**config.mk**
```make
export PLATFORM = sky130hd
export DESIGN_NAME = tps_timer
export DESIGN_NICKNAME = d
export VERILOG_FILES = /design/src/verilog/tps_pkg.sv /design/src/verilog/tps_timer.sv
export SDC_FILE = /design/constraint.sdc
export NUM_CORES = 1
export LEC_CHECK = 0
export BUFFER_PORTS_ARGS = -buffer_cell sky130_fd_sc_hd__clkbuf_2
export CAP_MARGIN = 15
export CORE_ASPECT_RATIO = 1.25
export CORE_MARGIN = 2
export CORE_UTILIZATION = 45
export CTS_CLUSTER_DIAMETER = 200
export CTS_CLUSTER_SIZE = 28
export DETAILED_ROUTE_END_ITERATION = 12
export PLACE_DENSITY = 0.71
export SYNTH_ARGS = -nofsm -noshare
export SYNTH_HDL_FRONTEND = slang
export SYNTH_SLANG_ARGS = --single-unit
```
**constraint.sdc**
```tcl
create_clock -name i_clk -period 1.4 [get_ports i_clk]
set_input_delay 0.14 -clock i_clk [delete_from_list [all_inputs] [get_ports i_clk]]
set_output_delay 0.14 -clock i_clk [all_outputs]
set_load 0.02 [all_outputs]
```
**src/verilog/tps_pkg.sv**
```systemverilog
// What this block does
// Oscillator divided by four into phases
// Unscaled timer sees count clock directly
// Scaler output sampled on phases two, four
// Source holds input two periods each level
// Timer prescaling by ripple divider, symmetric output
// Source period at least four periods per ratio
// Increment three to seven periods after edge
// One scaler, timer or watchdog, never both
// Low four option bits pick owner, ratio
// Count register writes clear timer scaler
// Watchdog clear also clears its scaler
// Scaler count never readable nor writable
// Reset loads scaler with zeros
// Assignment may change at any time
// Software clears dog, count, then reassigns
// Dog-to-timer switch uses dedicated sequence
// Assign bit one is watchdog; powers two
// Count steps once per synced rising edge
`default_nettype none

package tps_pkg;
  // Timing
  localparam int TPS_CLK_PERIOD_NS = 10;
  localparam int TPS_TOSC_NS = 10;
  localparam int TPS_NUM_PHASES = 4;
  localparam int TPS_INC_DLY_MIN_TOSC = 3;
  localparam int TPS_INC_DLY_MAX_TOSC = 7;
  localparam int TPS_INC_DLY_MIN_CYC =
    (TPS_INC_DLY_MIN_TOSC * TPS_TOSC_NS + TPS_CLK_PERIOD_NS - 1) /
    TPS_CLK_PERIOD_NS;
  localparam int TPS_INC_DLY_MAX_CYC =
    (TPS_INC_DLY_MAX_TOSC * TPS_TOSC_NS) / TPS_CLK_PERIOD_NS;
  localparam int TPS_EXT_MIN_HALF_TOSC = 2;
  localparam int TPS_EXT_MIN_HALF_CYC =
    (TPS_EXT_MIN_HALF_TOSC * TPS_TOSC_NS + TPS_CLK_PERIOD_NS - 1) /
    TPS_CLK_PERIOD_NS;

  // Widths
  localparam int TPS_PS_WIDTH = 8;
  localparam int TPS_CNT_WIDTH = 8;
  localparam int TPS_ADDR_WIDTH = 4;
  localparam int TPS_DATA_WIDTH = 8;

  // Register map
  localparam logic [3:0] TPS_ADDR_COUNT = 4'h1;
  localparam logic [3:0] TPS_ADDR_OPTION = 4'h2;

  // Option fields
  localparam int TPS_OPT_ASSIGN_BIT = 3;
  localparam int TPS_OPT_RATIO_LSB = 0;
  localparam int TPS_OPT_RATIO_W = 3;
  localparam int TPS_OPT_W = 4;

  // Reset values
  localparam logic [3:0] TPS_OPTION_RST = 4'hF;
  localparam logic [7:0] TPS_COUNT_RST = 8'h00;
  localparam logic [7:0] TPS_PS_RST = 8'h00;
  localparam logic [1:0] TPS_PHASE_RST = 2'h0;

  // Phase indices
  localparam logic [1:0] TPS_PH_ONE = 2'h0;
  localparam logic [1:0] TPS_PH_TWO = 2'h1;
  localparam logic [1:0] TPS_PH_THREE = 2'h2;
  localparam logic [1:0] TPS_PH_FOUR = 2'h3;

  typedef logic [TPS_OPT_RATIO_W-1:0] tps_ratio_t;
  typedef logic [TPS_PS_WIDTH-1:0] tps_byte_t;
endpackage

// Two-flop level synchroniser
module tps_sync2
  import tps_pkg::*;
#(
  parameter int W = 1
) (
  // Clock and reset
  input wire logic i_clk,
  input wire logic i_srst,
  // Data
  input wire logic [W-1:0] i_async,
  output logic [W-1:0] o_sync
);
  logic [W-1:0] meta_r;

  always_ff @(posedge i_clk) begin
    if (i_srst) begin
      meta_r <= '0;
      o_sync <= '0;
    end else begin
      meta_r <= i_async;
      o_sync <= meta_r;
    end
  end
endmodule

`default_nettype wire

```
**src/verilog/tps_timer.sv**
```systemverilog
`default_nettype none

module tps_timer
  import tps_pkg::*;
#(
  parameter int PS_W = TPS_PS_WIDTH,
  parameter int CNT_W = TPS_CNT_WIDTH
) (
  // Oscillator clock and reset
  input wire logic i_clk,
  input wire logic i_srst,
  // External count clock pin
  input wire logic i_ext_count_clock_in,
  // Watchdog side
  input wire logic i_dog_tick,
  input wire logic i_dog_clear_instr,
  output logic o_dog_timeout,
  // Register port
  input wire logic [TPS_ADDR_WIDTH-1:0] i_addr,
  input wire logic [TPS_DATA_WIDTH-1:0] i_wdata,
  input wire logic i_wr,
  input wire logic i_rd,
  output logic [TPS_DATA_WIDTH-1:0] o_rdata,
  // Status
  output logic [TPS_NUM_PHASES-1:0] o_phase,
  output logic [CNT_W-1:0] o_count_register
);

  // Low bits of the scaler that must be all ones for a dog postscale
  function automatic logic [PS_W-1:0] ratio_mask(input tps_ratio_t r);
    logic [PS_W-1:0] m;
    m = '0;
    for (int i = 0; i < PS_W; i++) begin
      if (i < int'(r)) begin
        m[i] = 1'b1;
      end
    end
    return m;
  endfunction

  logic [1:0] phase_cnt_r;
  logic [TPS_OPT_W-1:0] option_r;
  logic [PS_W-1:0] ps_r;
  logic sync2_w;
  logic sync_d_r;
  logic pin_rise;
  logic scaler_assign_sel;
  tps_ratio_t scale_ratio_sel;
  logic ps_out;
  logic samp_r;
  logic inc_r;
  logic sample_now;
  logic wr_count;
  logic wr_option;
  logic ps_clear;

  assign scaler_assign_sel = option_r[TPS_OPT_ASSIGN_BIT];
  assign scale_ratio_sel =
    option_r[TPS_OPT_RATIO_LSB +: TPS_OPT_RATIO_W];
  assign wr_count = i_wr && (i_addr == TPS_ADDR_COUNT);
  assign wr_option = i_wr && (i_addr == TPS_ADDR_OPTION);

  // Phase generator
  always_ff @(posedge i_clk) begin
    if (i_srst) begin
      phase_cnt_r <= TPS_PHASE_RST;
    end else begin
      phase_cnt_r <= phase_cnt_r + 2'h1;
    end
  end

  // One-hot view of the phase now in force
  always_ff @(posedge i_clk) begin
    if (i_srst) begin
      o_phase <= 4'h1;
    end else begin
      o_phase <= {o_phase[2:0], o_phase[3]};
    end
  end

  // Count clock pin crosses in through two flops
  tps_sync2 #(
    .W(1)
  ) u_pin_sync (
    .i_clk(i_clk),
    .i_srst(i_srst),
    .i_async(i_ext_count_clock_in),
    .o_sync(sync2_w)
  );

  always_ff @(posedge i_clk) begin
    if (i_srst) begin
      sync_d_r <= 1'b0;
    end else begin
      sync_d_r <= sync2_w;
    end
  end

  assign pin_rise = sync2_w && !sync_d_r;

  // Option register, rewritable at any time
  always_ff @(posedge i_clk) begin
    if (i_srst) begin
      option_r <= TPS_OPTION_RST;
    end else if (wr_option) begin
      option_r <= i_wdata[TPS_OPT_W-1:0];
    end
  end

  // Scaler clear sources depend on the current owner
  assign ps_clear =
    (!scaler_assign_sel && wr_count) ||
    (scaler_assign_sel && i_dog_clear_instr);

  // Shared scaler. Not on the register map, so software
  // can neither see nor load it.
  always_ff @(posedge i_clk) begin
    if (i_srst) begin
      ps_r <= TPS_PS_RST;
    end else if (ps_clear) begin
      ps_r <= TPS_PS_RST;
    end else if (!scaler_assign_sel && pin_rise) begin
      ps_r <= ps_r + 1'b1;
    end else if (scaler_assign_sel && i_dog_tick) begin
      ps_r <= ps_r + 1'b1;
    end
  end

  // Timer divides by two to the power ratio plus one;
  // a counter bit toggles evenly so the output is symmetric.
  always_comb begin
    if (scaler_assign_sel) begin
      ps_out = sync2_w;
    end else begin
      ps_out = ps_r[scale_ratio_sel];
    end
  end

  assign sample_now = (phase_cnt_r == TPS_PH_TWO) ||
                      (phase_cnt_r == TPS_PH_FOUR);

  // Sampling on two phases per cycle is what limits pulse width
  always_ff @(posedge i_clk) begin
    if (i_srst) begin
      samp_r <= 1'b0;
      inc_r <= 1'b0;
    end else if (sample_now) begin
      samp_r <= ps_out;
      inc_r <= ps_out && !samp_r;
    end else begin
      inc_r <= 1'b0;
    end
  end

  // Timer count; a software write beats a pending step
  always_ff @(posedge i_clk) begin
    if (i_srst) begin
      o_count_register <= TPS_COUNT_RST;
    end else if (wr_count) begin
      o_count_register <= i_wdata[CNT_W-1:0];
    end else if (inc_r) begin
      o_count_register <= o_count_register + 1'b1;
    end
  end

  // Dog timeout is unscaled while the timer owns the scaler
  always_ff @(posedge i_clk) begin
    if (i_srst) begin
      o_dog_timeout <= 1'b0;
    end else if (!scaler_assign_sel) begin
      o_dog_timeout <= i_dog_tick;
    end else begin
      o_dog_timeout <= i_dog_tick && !i_dog_clear_instr &&
        ((ps_r & ratio_mask(scale_ratio_sel)) ==
         ratio_mask(scale_ratio_sel));
    end
  end

  // Read port, one cycle latency; unmapped reads give zero
  always_ff @(posedge i_clk) begin
    if (i_srst) begin
      o_rdata <= '0;
    end else if (i_rd && i_addr == TPS_ADDR_COUNT) begin
      o_rdata <= o_count_register;
    end else if (i_rd && i_addr == TPS_ADDR_OPTION) begin
      o_rdata <= {{(TPS_DATA_WIDTH-TPS_OPT_W){1'b0}}, option_r};
    end else begin
      o_rdata <= '0;
    end
  end

  // Assertion helpers: latency from synced pin rise to a step
  localparam int LAT_MIN = TPS_INC_DLY_MIN_CYC;
  localparam int LAT_MAX = TPS_INC_DLY_MAX_CYC;
  logic [3:0] lat_r;
  logic lat_armed_r;

  always_ff @(posedge i_clk) begin
    if (i_srst) begin
      lat_r <= 4'h0;
      lat_armed_r <= 1'b0;
    end else if (pin_rise && scaler_assign_sel) begin
      lat_r <= 4'h0;
      lat_armed_r <= 1'b1;
    end else if (inc_r) begin
      lat_armed_r <= 1'b0;
    end else if (lat_r != 4'hF) begin
      lat_r <= lat_r + 4'h1;
    end
  end
endmodule

`default_nettype wire

```
== Word-level counts from Yosys, hierarchy flattened ==
Index checks and enable logic that the tools add are counted.

* Add/sub/neg operators: 3
* Multiply operators: 0
* Divide/modulo/power cells: 0
* $lt $le $gt $ge: 8
* Equality and inequality tests: 5
* Shift-type cells: 0
* Mux-type cells: 31
* Bitwise logic cells: 2
* Reduce and logical (&&, ||, !) cells: 22

{| class="wikitable"
|+ Operators by type and width
! kind !! count
|-
| $mux 8 || 5
|-
| $mux 1 || 24
|-
| $add 8x1->8 const B || 2
|-
| $logic_and 1x1->1 || 12
|-
| $lt 3x3->1 const A || 3
|-
| $and 8x7->8 || 1
|-
| $eq 8x7->1 || 1
|-
| $lt 1x3->1 const A || 2
|-
| $lt 2x3->1 const A || 2
|-
| $eq 4x1->1 const B || 1
|-
| $eq 4x2->1 const B || 1
|-
| $logic_not 1->1 || 4
|-
| $lt 3x4->1 const B || 1
|-
| $mux 4 || 1
|-
| $reduce_bool 2->1 || 2
|-
| $reduce_or 2->1 || 2
|-
| $bmux 1 s3 || 1
|-
| $add 2x1->2 const B || 1
|-
| $eq 2x1->1 const B || 1
|-
| $eq 2x2->1 const B || 1
|-
| $logic_or 1x1->1 || 2
|-
| $not 1->1 || 1
|}

* Register bits after elaboration: 40
* Latch bits: 0
* RAM bits: 0
* Bits in read-only memories: 0
* Output and inout port bits: 21
* Logic and storage cells: 83
* Memories: 0

== Logic depth before layout (Yosys ltp) ==
Gate-level depths: netlist (run 1).

* Depth after elaboration: 8
* Depth in mapped cells: 6

== Modules after synthesis ==
From an unflattened synthesis (run 1), not the netlist that was laid out.

* Cells, all modules: 178
* Area, all modules: 1724.2 um^2

{| class="wikitable"
|+ Modules (own cells, without submodules)
! module !! instances !! cells each !! area each (um^2) !! sequential area each (um^2)
|-
| tps_timer || 1 || 174 || 1671.6 || 760.7
|-
| tps_sync2 || 1 || 4 || 52.6 || 40.0
|}

== Worst setup path after synthesis (run 1) ==
OpenSTA, ideal clock, no wires.

* Path type: register -> register
* Start point: register option_r[2]
* End point: register samp_r
* Setup time: 0.066 ns
* Arrival time: 1.295 ns
* Required time: 1.334 ns
* Setup slack: 0.039 ns
* Stages on the path, launching flop included: 6
* Period minus slack after synthesis: 1.361 ns
* Path through: dfxtp_1 buf_6 mux2i_1 mux4_2 a21o_1 a21oi_2

* Longest elaborated chain between the ends: 3

{| class="wikitable"
|+ RTL lines
! what !! line !! text
|-
| start: declaration || tps_timer.sv:42 || <nowiki>logic [TPS_OPT_W-1:0] option_r;</nowiki>
|-
| start signal: assignment || tps_timer.sv:106 || <nowiki>option_r <= i_wdata[TPS_OPT_W-1:0];</nowiki>
|-
| $bmux 1 s3 || tps_timer.sv:135 || <nowiki>ps_out = ps_r[scale_ratio_sel];</nowiki>
|-
| $mux 1 (implied by the code) || tps_timer.sv:135 ||
|-
| $mux 1 || tps_timer.sv:132 || <nowiki>if (scaler_assign_sel) begin</nowiki>
|-
| end signal: assignment || tps_timer.sv:148 || <nowiki>samp_r <= ps_out;</nowiki>
|-
| end: declaration || tps_timer.sv:50 || <nowiki>logic samp_r;</nowiki>
|}

No other way between the ends. The select of a mux whose other input is x is not followed.
A chain may end at the register's enable or synchronous reset.

== Final worst setup path (run 1) ==
Same ends and word-level chain as after synthesis.

==> results of run 1 <==
[power by group through the flow]
stage	clock network, W	logic, W	registers (W)
floorplan	0	0.0000817	0.00123
global placement	0	0.000164	0.00121
detailed placement	0	0.000165	0.00121
CTS	0.000937	0.000167	0.00119
global route	0.000993	0.000183	0.00119
finish	0.000913	0.000165	0.00119
[registers in the layout, indices dropped and copies added (netlist names), 2 cells and up]
signal,cells
o_count_register,8
o_phase,4
ps_r,8
phase_cnt_r,2
o_rdata,8
option_r,4
[worst register-to-register path, cell delays in order, from the launching register on]
cell and delay, ps:
dfxtp_4 370, mux2i_1 120, mux4_2 470, a21o_1 200
a21oi_2 120
[metrics by stage]
stage | total power (W) | setup WS, ps | utilization
4_1_cts | 0.00229 | 3.83 | 0.582
3_5_place_dp | 0.00138 | -68.7 | 0.553
3_3_place_gp | 0.00138 | -6.94 | 0.553
5_1_grt | 0.00236 | -18.1 | 0.583
6_report | 0.00226 | 58.8 | 0.583
2_1_floorplan | 0.00131 | 39.3 | -
[cell families (layout without fill, tap and decap cells)]
family / count (synthesis) / count (layout) / share of synthesized area
simple gates: 62 / 62 / 0.190
xor+xnor: 14 / 14 / 0.0715
compound gates: 33 / 33 / 0.147
fa+ha+maj: 4 / 4 / 0.0292
flops: 40 / 40 / 0.467
mux: 7 / 7 / 0.0481
buf+inv: 16 / 74 / 0.0467
[repair_timing]
action,4_1_cts,5_1_grt
pin swaps,0,2
gates resized for setup,1,2
endpoints found under the setup margin,2,6
[Yosys cell counts, types with 2 or more instances]
library cell / instances
a211o_1: 4
nor3b_2: 2
buf_2: 4
nor2b_1: 7
nor2_1: 27
o21ai_0: 2
a21oi_1: 2
o211ai_1: 3
xor2_1: 10
nand2_1: 7
nand4b_1: 2
buf_6: 2
o21ai_1: 2
ha_1: 4
mux2i_1: 6
o2111ai_1: 2
clkbuf_1: 3
dfxtp_1: 40
inv_1: 7
nand4_1: 3
and2_1: 5
a22o_1: 4
xnor2_1: 4
a211oi_1: 8
[worst paths after layout]
kind                                           start                 to  slack [ps]  cells after the start
worst min register to register                samp_r              inc_r         440                      1
worst min-delay path            i_ext_count_clock_in  u_pin_sync.meta_r          70                      2
worst max register to register           option_r[2]             samp_r          60                      4
worst max-delay path                     option_r[2]             samp_r          60                      4
[per-layer routing]
| layer | global-route usage | part of all wire | vias to the layer above |
|---|---|---|---|
| li1 | - | - | 725 |
| met3 | 0.0550 | 0.056 | 5 |
| met1 | 0.216 | 0.45 | 648 |
| met2 | 0.289 | 0.48 | 37 |
| met5 | 0 | 0 | - |
| met4 | 0.0682 | 0.015 | 0 |
[area by class of cell]
| type | count | area, µm² | area share |
|---|---|---|---|
| Clock buffer | 6 | 72.6 | 0.0335 |
| Clock inverter | 2 | 35.0 | 0.0162 |
| Inverter | 7 | 26.3 | 0.0121 |
| Multi-Input combinational cell | 120 | 835 | 0.385 |
| Sequential cell | 40 | 805 | 0.371 |
| Tap cell | 40 | 50.0 | 0.0231 |
| Timing Repair Buffer | 59 | 345 | 0.159 |
==> metrics, run 1 <==
Final Skew=6.94 ps; mean routed wirelength per cell=roughly 13 µm; worst skew pair latency=slightly below 300 ps; CTS Buf Count=5; Hold WS=slightly above 70 ps; CTS tree=yes; #FFs+latches synth=40; Layout Nets=approximately 260; core area=between 3000 and 4000 µm²; critical path cell sequence=mux2i_1 -> mux4_2 -> a21o_1 -> a21oi_2; number of port buffers=39; Buf/Inv on CP=0; largest stage delay on the critical path=470 ps; DRC=0; Rel. slew slack=0.775; initial antenna violation count=0; EDFF count, synth=0; Sequential Power Share=0.524; sequential area share after synthesis=0.467; # rows=25; Mapped Area=1720 µm²; final antenna-violating net count=0; Startpoint Class=register; CP Capture Type=register; crit-path max FO=6; Max Cap Viol=0; Layout area overhead=26.4%; part of the power in the clock network=0.404; dpl cells=266; I/O pin cnt=40; Final Hold Vio Count=0; effective utilization at floorplan=0.461; sw power=0.000494 W; Fillers=333; Finished Cell Area=~2200 µm²; Final Max Tran Viols=0; drt total wl=between 3000 and 4000 µm; number of global-route vias before repair=between 1000 and 1500; Logic pwr share=0.073; All-Layer GR Usage=0.178; Slew @ Worst Pin=~340 ps; Post-Place Cell Area=roughly 2000 µm²; Syn. warnings=0; starting DRC count in detailed routing=30; clk root buf=clkbuf_8; Setup Viol. Count Final=0; total gr overflow=0; Worst EP arrival=approximately 1600 ps; Slowest-stage cell, CP=mux4_2; clock sink total=40; drt first pass iters=4; P per Cell Area=~1000 nW/µm²; syn_area_per_cell=9.75 µm²; worst vdd ir=between 0.6 and 0.7 mV; CP Data Required Time=about 1600 ps; Die H=about 73 µm; Die Area=4330 µm²; distinct cell type count after synthesis=40; via count=approximately 1400; unrepaired setup endpoints after global routing=yes; H-tree lvl count=2; Detailed Place HPWL=2580 µm; cell taking the most area after synthesis=dfxtp_1; Crit path max-delay family=multiplexers; Post-Syn Instances=roughly 180; most frequent cells in the layout=dfxtp_1, clkbuf_2, nor2_1; Cell Count, Final, Fillers Out=274; largest net degree at the start of global routing=26; clk buf depth=2; first-pass GRT wire length=5710 µm; P_leak=0.992 nW; Post-Syn Nets=199; Hold Crit Class=in -> reg; crit path kind=reg -> reg; CTS Hold Bufs=0; Setup TNS Final=0 ps; Max Freq=746 MHz; DIE WIDTH=between 50 and 60 µm; switching share of power=0.218; Synth top area share=0.467; Main synth FF type=dfxtp_1; top post-synthesis cells by area=dfxtp_1, nor2_1, xor2_1, mux2i_1, a211oi_1; share of post-route cells with drive strength above 1=0.308; Pint=around 0.0018 W; status=finished clean; Antenna Diode Count=0; DR vias/cell=5.16; crit path time final=around 1300 ps; gpl congestion=about 0.84; Post-synth ARST share=0; postcts setup bufs=0; fin crit share=0.958; Clock transition at path regs=approximately 70 ps
Note: power is estimated with default switching activity, not from simulation.
==> run 2, diff against run 1 <==
Settings changed: REMOVE_ABC_BUFFERS set to 1.
==> run 2 against run 1 <==
Net effect: flip-flop and latch count did not move; worst hold slack improved by 9.8 ps; clock-buffer cell count did not move; final cell count fell by 0.36%; non-clock buffer count did not move; routed wire length rose by 4.1%; critical path depth did not move; critical path type unchanged; largest power group unchanged; highest routed layer unchanged.
==> metrics, run 2 (same netlist as run 1, synthesis figures left out) <==
mean routed wirelength per cell=approximately 13 µm; Slowest-stage cell, CP=mux4_2; drt first pass iters=4; CTS Hold Bufs=0; Top Registers=o_count_register: 8 flops, o_rdata: 8 flops, ps_r: 8 flops; DR vias/cell=about 5.2; total gr overflow=0; drt total wl=between 3000 and 4000 µm; flop-to-flop setup slack=40 ps; Worst EP arrival=1580 ps; share of post-route cells with drive strength above 1=0.326; worst vdd ir=just over 0.4 mV; Final Skew=1.87 ps; Slew @ Worst Pin=between 200 and 300 ps; Layout area overhead=25.5%; Startpoint Class=register; Worst Hold End=u_pin_sync.meta_r; crit path time final=1360 ps; crit-path max FO=6; DIE WIDTH=59.2 µm; part of the power in the clock network=0.341; All-Layer GR Usage=0.187; unrepaired setup endpoints after global routing=no; largest stage delay on the critical path=between 400 and 500 ps; effective utilization at floorplan=0.461; # rows=25; CTS Buf Count=5; largest net degree at the start of global routing=16; clk buf depth=2; number of port buffers=39; core area=3720 µm²; first-pass GRT wire length=6070 µm; final antenna-violating net count=0; clk root buf=clkbuf_8; status=finished clean; Final Hold Vio Count=0; Sequential Power Share=0.579; register area=a little over 800 µm²; P_leak=~0.97 nW; Die H=roughly 73 µm; FF-to-FF End=samp_r; Layout Nets=256; Multi-input gate area=about 850 µm²; Fillers=331; clock sink total=40; I/O pin cnt=40; Antenna Diode Count=0; P per Cell Area=approximately 950 nW/µm²; Setup Viol. Count Final=0; worst skew pair latency=~280 ps; Die Area=approximately 4300 µm²; most frequent cells in the layout=clkbuf_2, dfxtp_1, nor2_1; Clock transition at path regs=70 ps; Max Cap Viol=0; Hold Crit Class=in -> reg; CP Capture Type=register; Pint=between 0.0015 and 0.002 W; via count=1419; post-place setup slack=-82.3 ps; CTS tree=yes; Max Freq=about 730 MHz; Hold Crit Start=i_ext_count_clock_in; DRC=0; final core occ=0.578; sw power=between 0.0004 and 0.0005 W; number of global-route vias before repair=1332; cells on worst reg2reg path=4; H-tree lvl count=2; Detailed Place HPWL=approximately 2700 µm; Final Max Tran Viols=0; Rel. slew slack=0.811; fin crit share=0.972; critical path cell sequence=mux2i_2 -> mux4_2 -> a21o_1 -> a21oi_2; r2r startpoint=option_r[2]; Worst Hold Depth=2; starting DRC count in detailed routing=46; initial antenna violation count=0; CP Data Required Time=1620 ps; gpl congestion=around 0.81; crit path kind=reg -> reg; Logic pwr share=0.080; commonest non-fill, non-tap cell in the layout=clkbuf_2; post-route setup slack=approximately 39 ps; switching share of power=0.231
run 2: worst max-delay path by stage:
stage	depth (start not counted)	end	slack, ps	startpoint
final	4	samp_r	40	option_r[2]
after detailed placement	4	samp_r	-80	option_r[2]
after global placement	4	samp_r	-20	option_r[2]
after floorplan	4	samp_r	-30	option_r[2]
after global routing	4	samp_r	6	option_r[2]
after CTS	4	samp_r	10	option_r[2]
run 2: worst max-delay path, delay by kind of cell, from the launching register on:
family          cells  cell delay (ps)
flops               1              380
mux                 2              610
compound gates      2              320
run 2: metrics by stage:
| stage | TNS (ps) | cells | cell area (µm²) | power, W | hold WS [ps] |
|---|---|---|---|---|---|
| after floorplan | -235 | 167 | 1660 | 0.00129 | 202 |
| after global placement | -18.6 | 266 | 2060 | 0.00138 | 362 |
| after detailed placement | -132 | 266 | 2060 | 0.00138 | 388 |
| after CTS | 0 | 273 | 2140 | 0.00208 | 90.5 |
| after global routing | 0 | 273 | 2150 | 0.00214 | 95.1 |
| final | 0 | 273 | 2150 | 0.00205 | 81.6 |
run 2: layout make-up:
cell class	instances	area share
Multi-Input combinational cell	120	0.393
Sequential cell	40	0.375
Clock inverter	1	0.00233
Timing Repair Buffer	59	0.160
Clock buffer	6	0.0337
Inverter	7	0.0122
Tap cell	40	0.0233
run 2: power groups by stage:
stage               clock (W)  combinational (W)  sequential, W
global route         0.000760           0.000187        0.00119
finish               0.000701           0.000165        0.00119
detailed placement          0           0.000164        0.00122
CTS                  0.000722           0.000166        0.00119
floorplan                   0          0.0000624        0.00123
global placement            0           0.000162        0.00121
run 2: timing repair:
| action | CTS | global route |
|---|---|---|
| buffers inserted | 0 | 0 |
| endpoints found under the setup margin | 2 | 3 |
| pin swaps | 0 | 2 |
| hold endpoints to repair | 0 | 0 |
| resized for setup | 2 | 5 |
run 2: per-layer routing:
layer  track usage  vias up  routed length, µm
met5             0        -                  0
met4        0.0631        0                 51
met3        0.0514        5                155
met2         0.338       39               1910
met1         0.205      652               1490
li1              -      723                  -
==> run 3, diff against run 2 <==
Settings changed: MAX_ROUTING_LAYER set to met4.
==> run 3 against run 2 <==
Net effect: clock-buffer cell count is the same; register-to-register slack about the same; highest routed layer unchanged; sequential share of layout area unchanged; largest cell class unchanged; largest power group unchanged; global-route usage grew 0.54 points.
==> metrics, run 3 (same netlist as run 1, synthesis figures left out) <==
Worst Hold Depth=2; flop-to-flop setup slack=40 ps; clock sink total=40; Setup Viol. Count Final=0; unrepaired setup endpoints after global routing=no; Worst EP arrival=1580 ps; cells on worst reg2reg path=4; Cell Count, Final, Fillers Out=about 270; final antenna-violating net count=0; dpl cells=between 200 and 300; Final Max Tran Viols=0; DIE WIDTH=around 59 µm; FF-to-FF End=samp_r; gpl congestion=0.823; DRC=0; CP Capture Type=register; total gr overflow=0; DR vias/cell=a little over 5; number of port buffers=39; Die H=73.0 µm; clk buf depth=2; total chip power=just over 0.002 W; Max Freq=735 MHz; starting DRC count in detailed routing=between 40 and 50; P per Cell Area=about 960 nW/µm²; clk root buf=clkbuf_8; largest net degree at the start of global routing=16; fin crit share=0.972; switching share of power=0.231; Pint=between 0.0015 and 0.002 W; part of the power in the clock network=0.341; status=finished clean; Antenna Diode Count=0; core area=about 3700 µm²; sw power=between 0.0004 and 0.0005 W; Sequential Power Share=0.578; CTS Buf Count=5; worst vdd ir=a little over 0.4 mV; Layout area overhead=25.5%; share of post-route cells with drive strength above 1=0.326; via count=between 1000 and 1500; # rows=25; CTS Hold Bufs=0; most frequent cells in the layout=clkbuf_2, dfxtp_1, nor2_1; Multi-input gate area=about 850 µm²; register area=807 µm²; Clock transition at path regs=around 70 ps; worst skew pair latency=between 200 and 300 ps; Detailed Place HPWL=approximately 2700 µm; Critical Path Start=option_r[2]; drt total wl=between 3000 and 4000 µm; crit path kind=reg -> reg; crit path time final=around 1400 ps; number of global-route vias before repair=1332; Logic pwr share=0.080; r2r startpoint=option_r[2]; Max Cap Viol=0; Final Skew=1.56 ps; I/O pin cnt=40; Layout Nets=around 260; Hold Crit Class=in -> reg; crit-path max FO=6; Final Hold Vio Count=0; CP Data Required Time=between 1500 and 2000 ps; Fillers=roughly 330; mean routed wirelength per cell=around 13 µm; Slew @ Worst Pin=approximately 280 ps; initial antenna violation count=0; drt first pass iters=4; Rel. slew slack=0.811; P_leak=0.971 nW; first-pass GRT wire length=roughly 6100 µm; Top Registers=o_count_register: 8 flops, o_rdata: 8 flops, ps_r: 8 flops; Die Area=approximately 4300 µm²; effective utilization at floorplan=0.461; H-tree lvl count=2; CTS tree=yes; Startpoint Class=register; All-Layer GR Usage=0.193; Worst Setup EP=samp_r; commonest non-fill, non-tap cell in the layout=clkbuf_2
[run 3: cell counts in the layout (fill, tap and decap cells not counted)]
Identical to the previous run, type by type.
[run 3: worst max-delay path: stages (launching register included)]
cell     delay (ps)
dfxtp_4         380
mux2i_2         150
mux4_2          460
a21o_1          200
a21oi_2         120
[run 3: how the worst min path moves through the flow]
stage,slack (ps),endpoint,start
floorplan,200,samp_r,i_srst
global placement,360,u_pin_sync.meta_r,i_ext_count_clock_in
detailed placement,390,u_pin_sync.meta_r,i_ext_count_clock_in
CTS,90,u_pin_sync.meta_r,i_ext_count_clock_in
global route,100,u_pin_sync.meta_r,i_ext_count_clock_in
finish,80,u_pin_sync.meta_r,i_ext_count_clock_in
[run 3: what timing repair did]
item                       CTS  global route
pin swaps                    0             2
gates resized for setup      2             5
setup endpoints to repair    2             3
buffers inserted             0             0
[run 3: power by group through the flow]
stage,logic (W),registers [W],clock network (W)
2_1_floorplan,0.0000624,0.00123,0
3_3_place_gp,0.000162,0.00121,0
3_5_place_dp,0.000164,0.00122,0
4_1_cts,0.000166,0.00119,0.000722
5_1_grt,0.000187,0.00119,0.000760
6_report,0.000165,0.00119,0.000702
[run 3: cell type report]
class                      instances  share of cell area
inverter                           7              0.0122
clock buffer                       6              0.0337
multi-input combinational        120               0.393
sequential                        40               0.375
timing repair buffer              59               0.160
tap                               40              0.0233
clock inverter                     1             0.00233
[run 3: routing by layer]
metal	global-route usage	part of all wire
met1	0.205	0.41
met2	0.338	0.53
met3	0.0514	0.043
met4	0.0631	0.014
met5	-	0
[run 3: stage by stage]
stage / util / TNS, ps / hold slack, ps / area [µm²] / setup WS (ps)
after floorplan: - / -235 / 202 / 1660 / -27.8
after global placement: 0.553 / -18.6 / 362 / 2060 / -18.6
after detailed placement: 0.553 / -132 / 388 / 2060 / -82.3
after CTS: 0.574 / 0 / 90.5 / 2140 / 10.1
after global routing: 0.578 / 0 / 95.1 / 2150 / 6.19
final: 0.578 / 0 / 82.4 / 2150 / 38.7
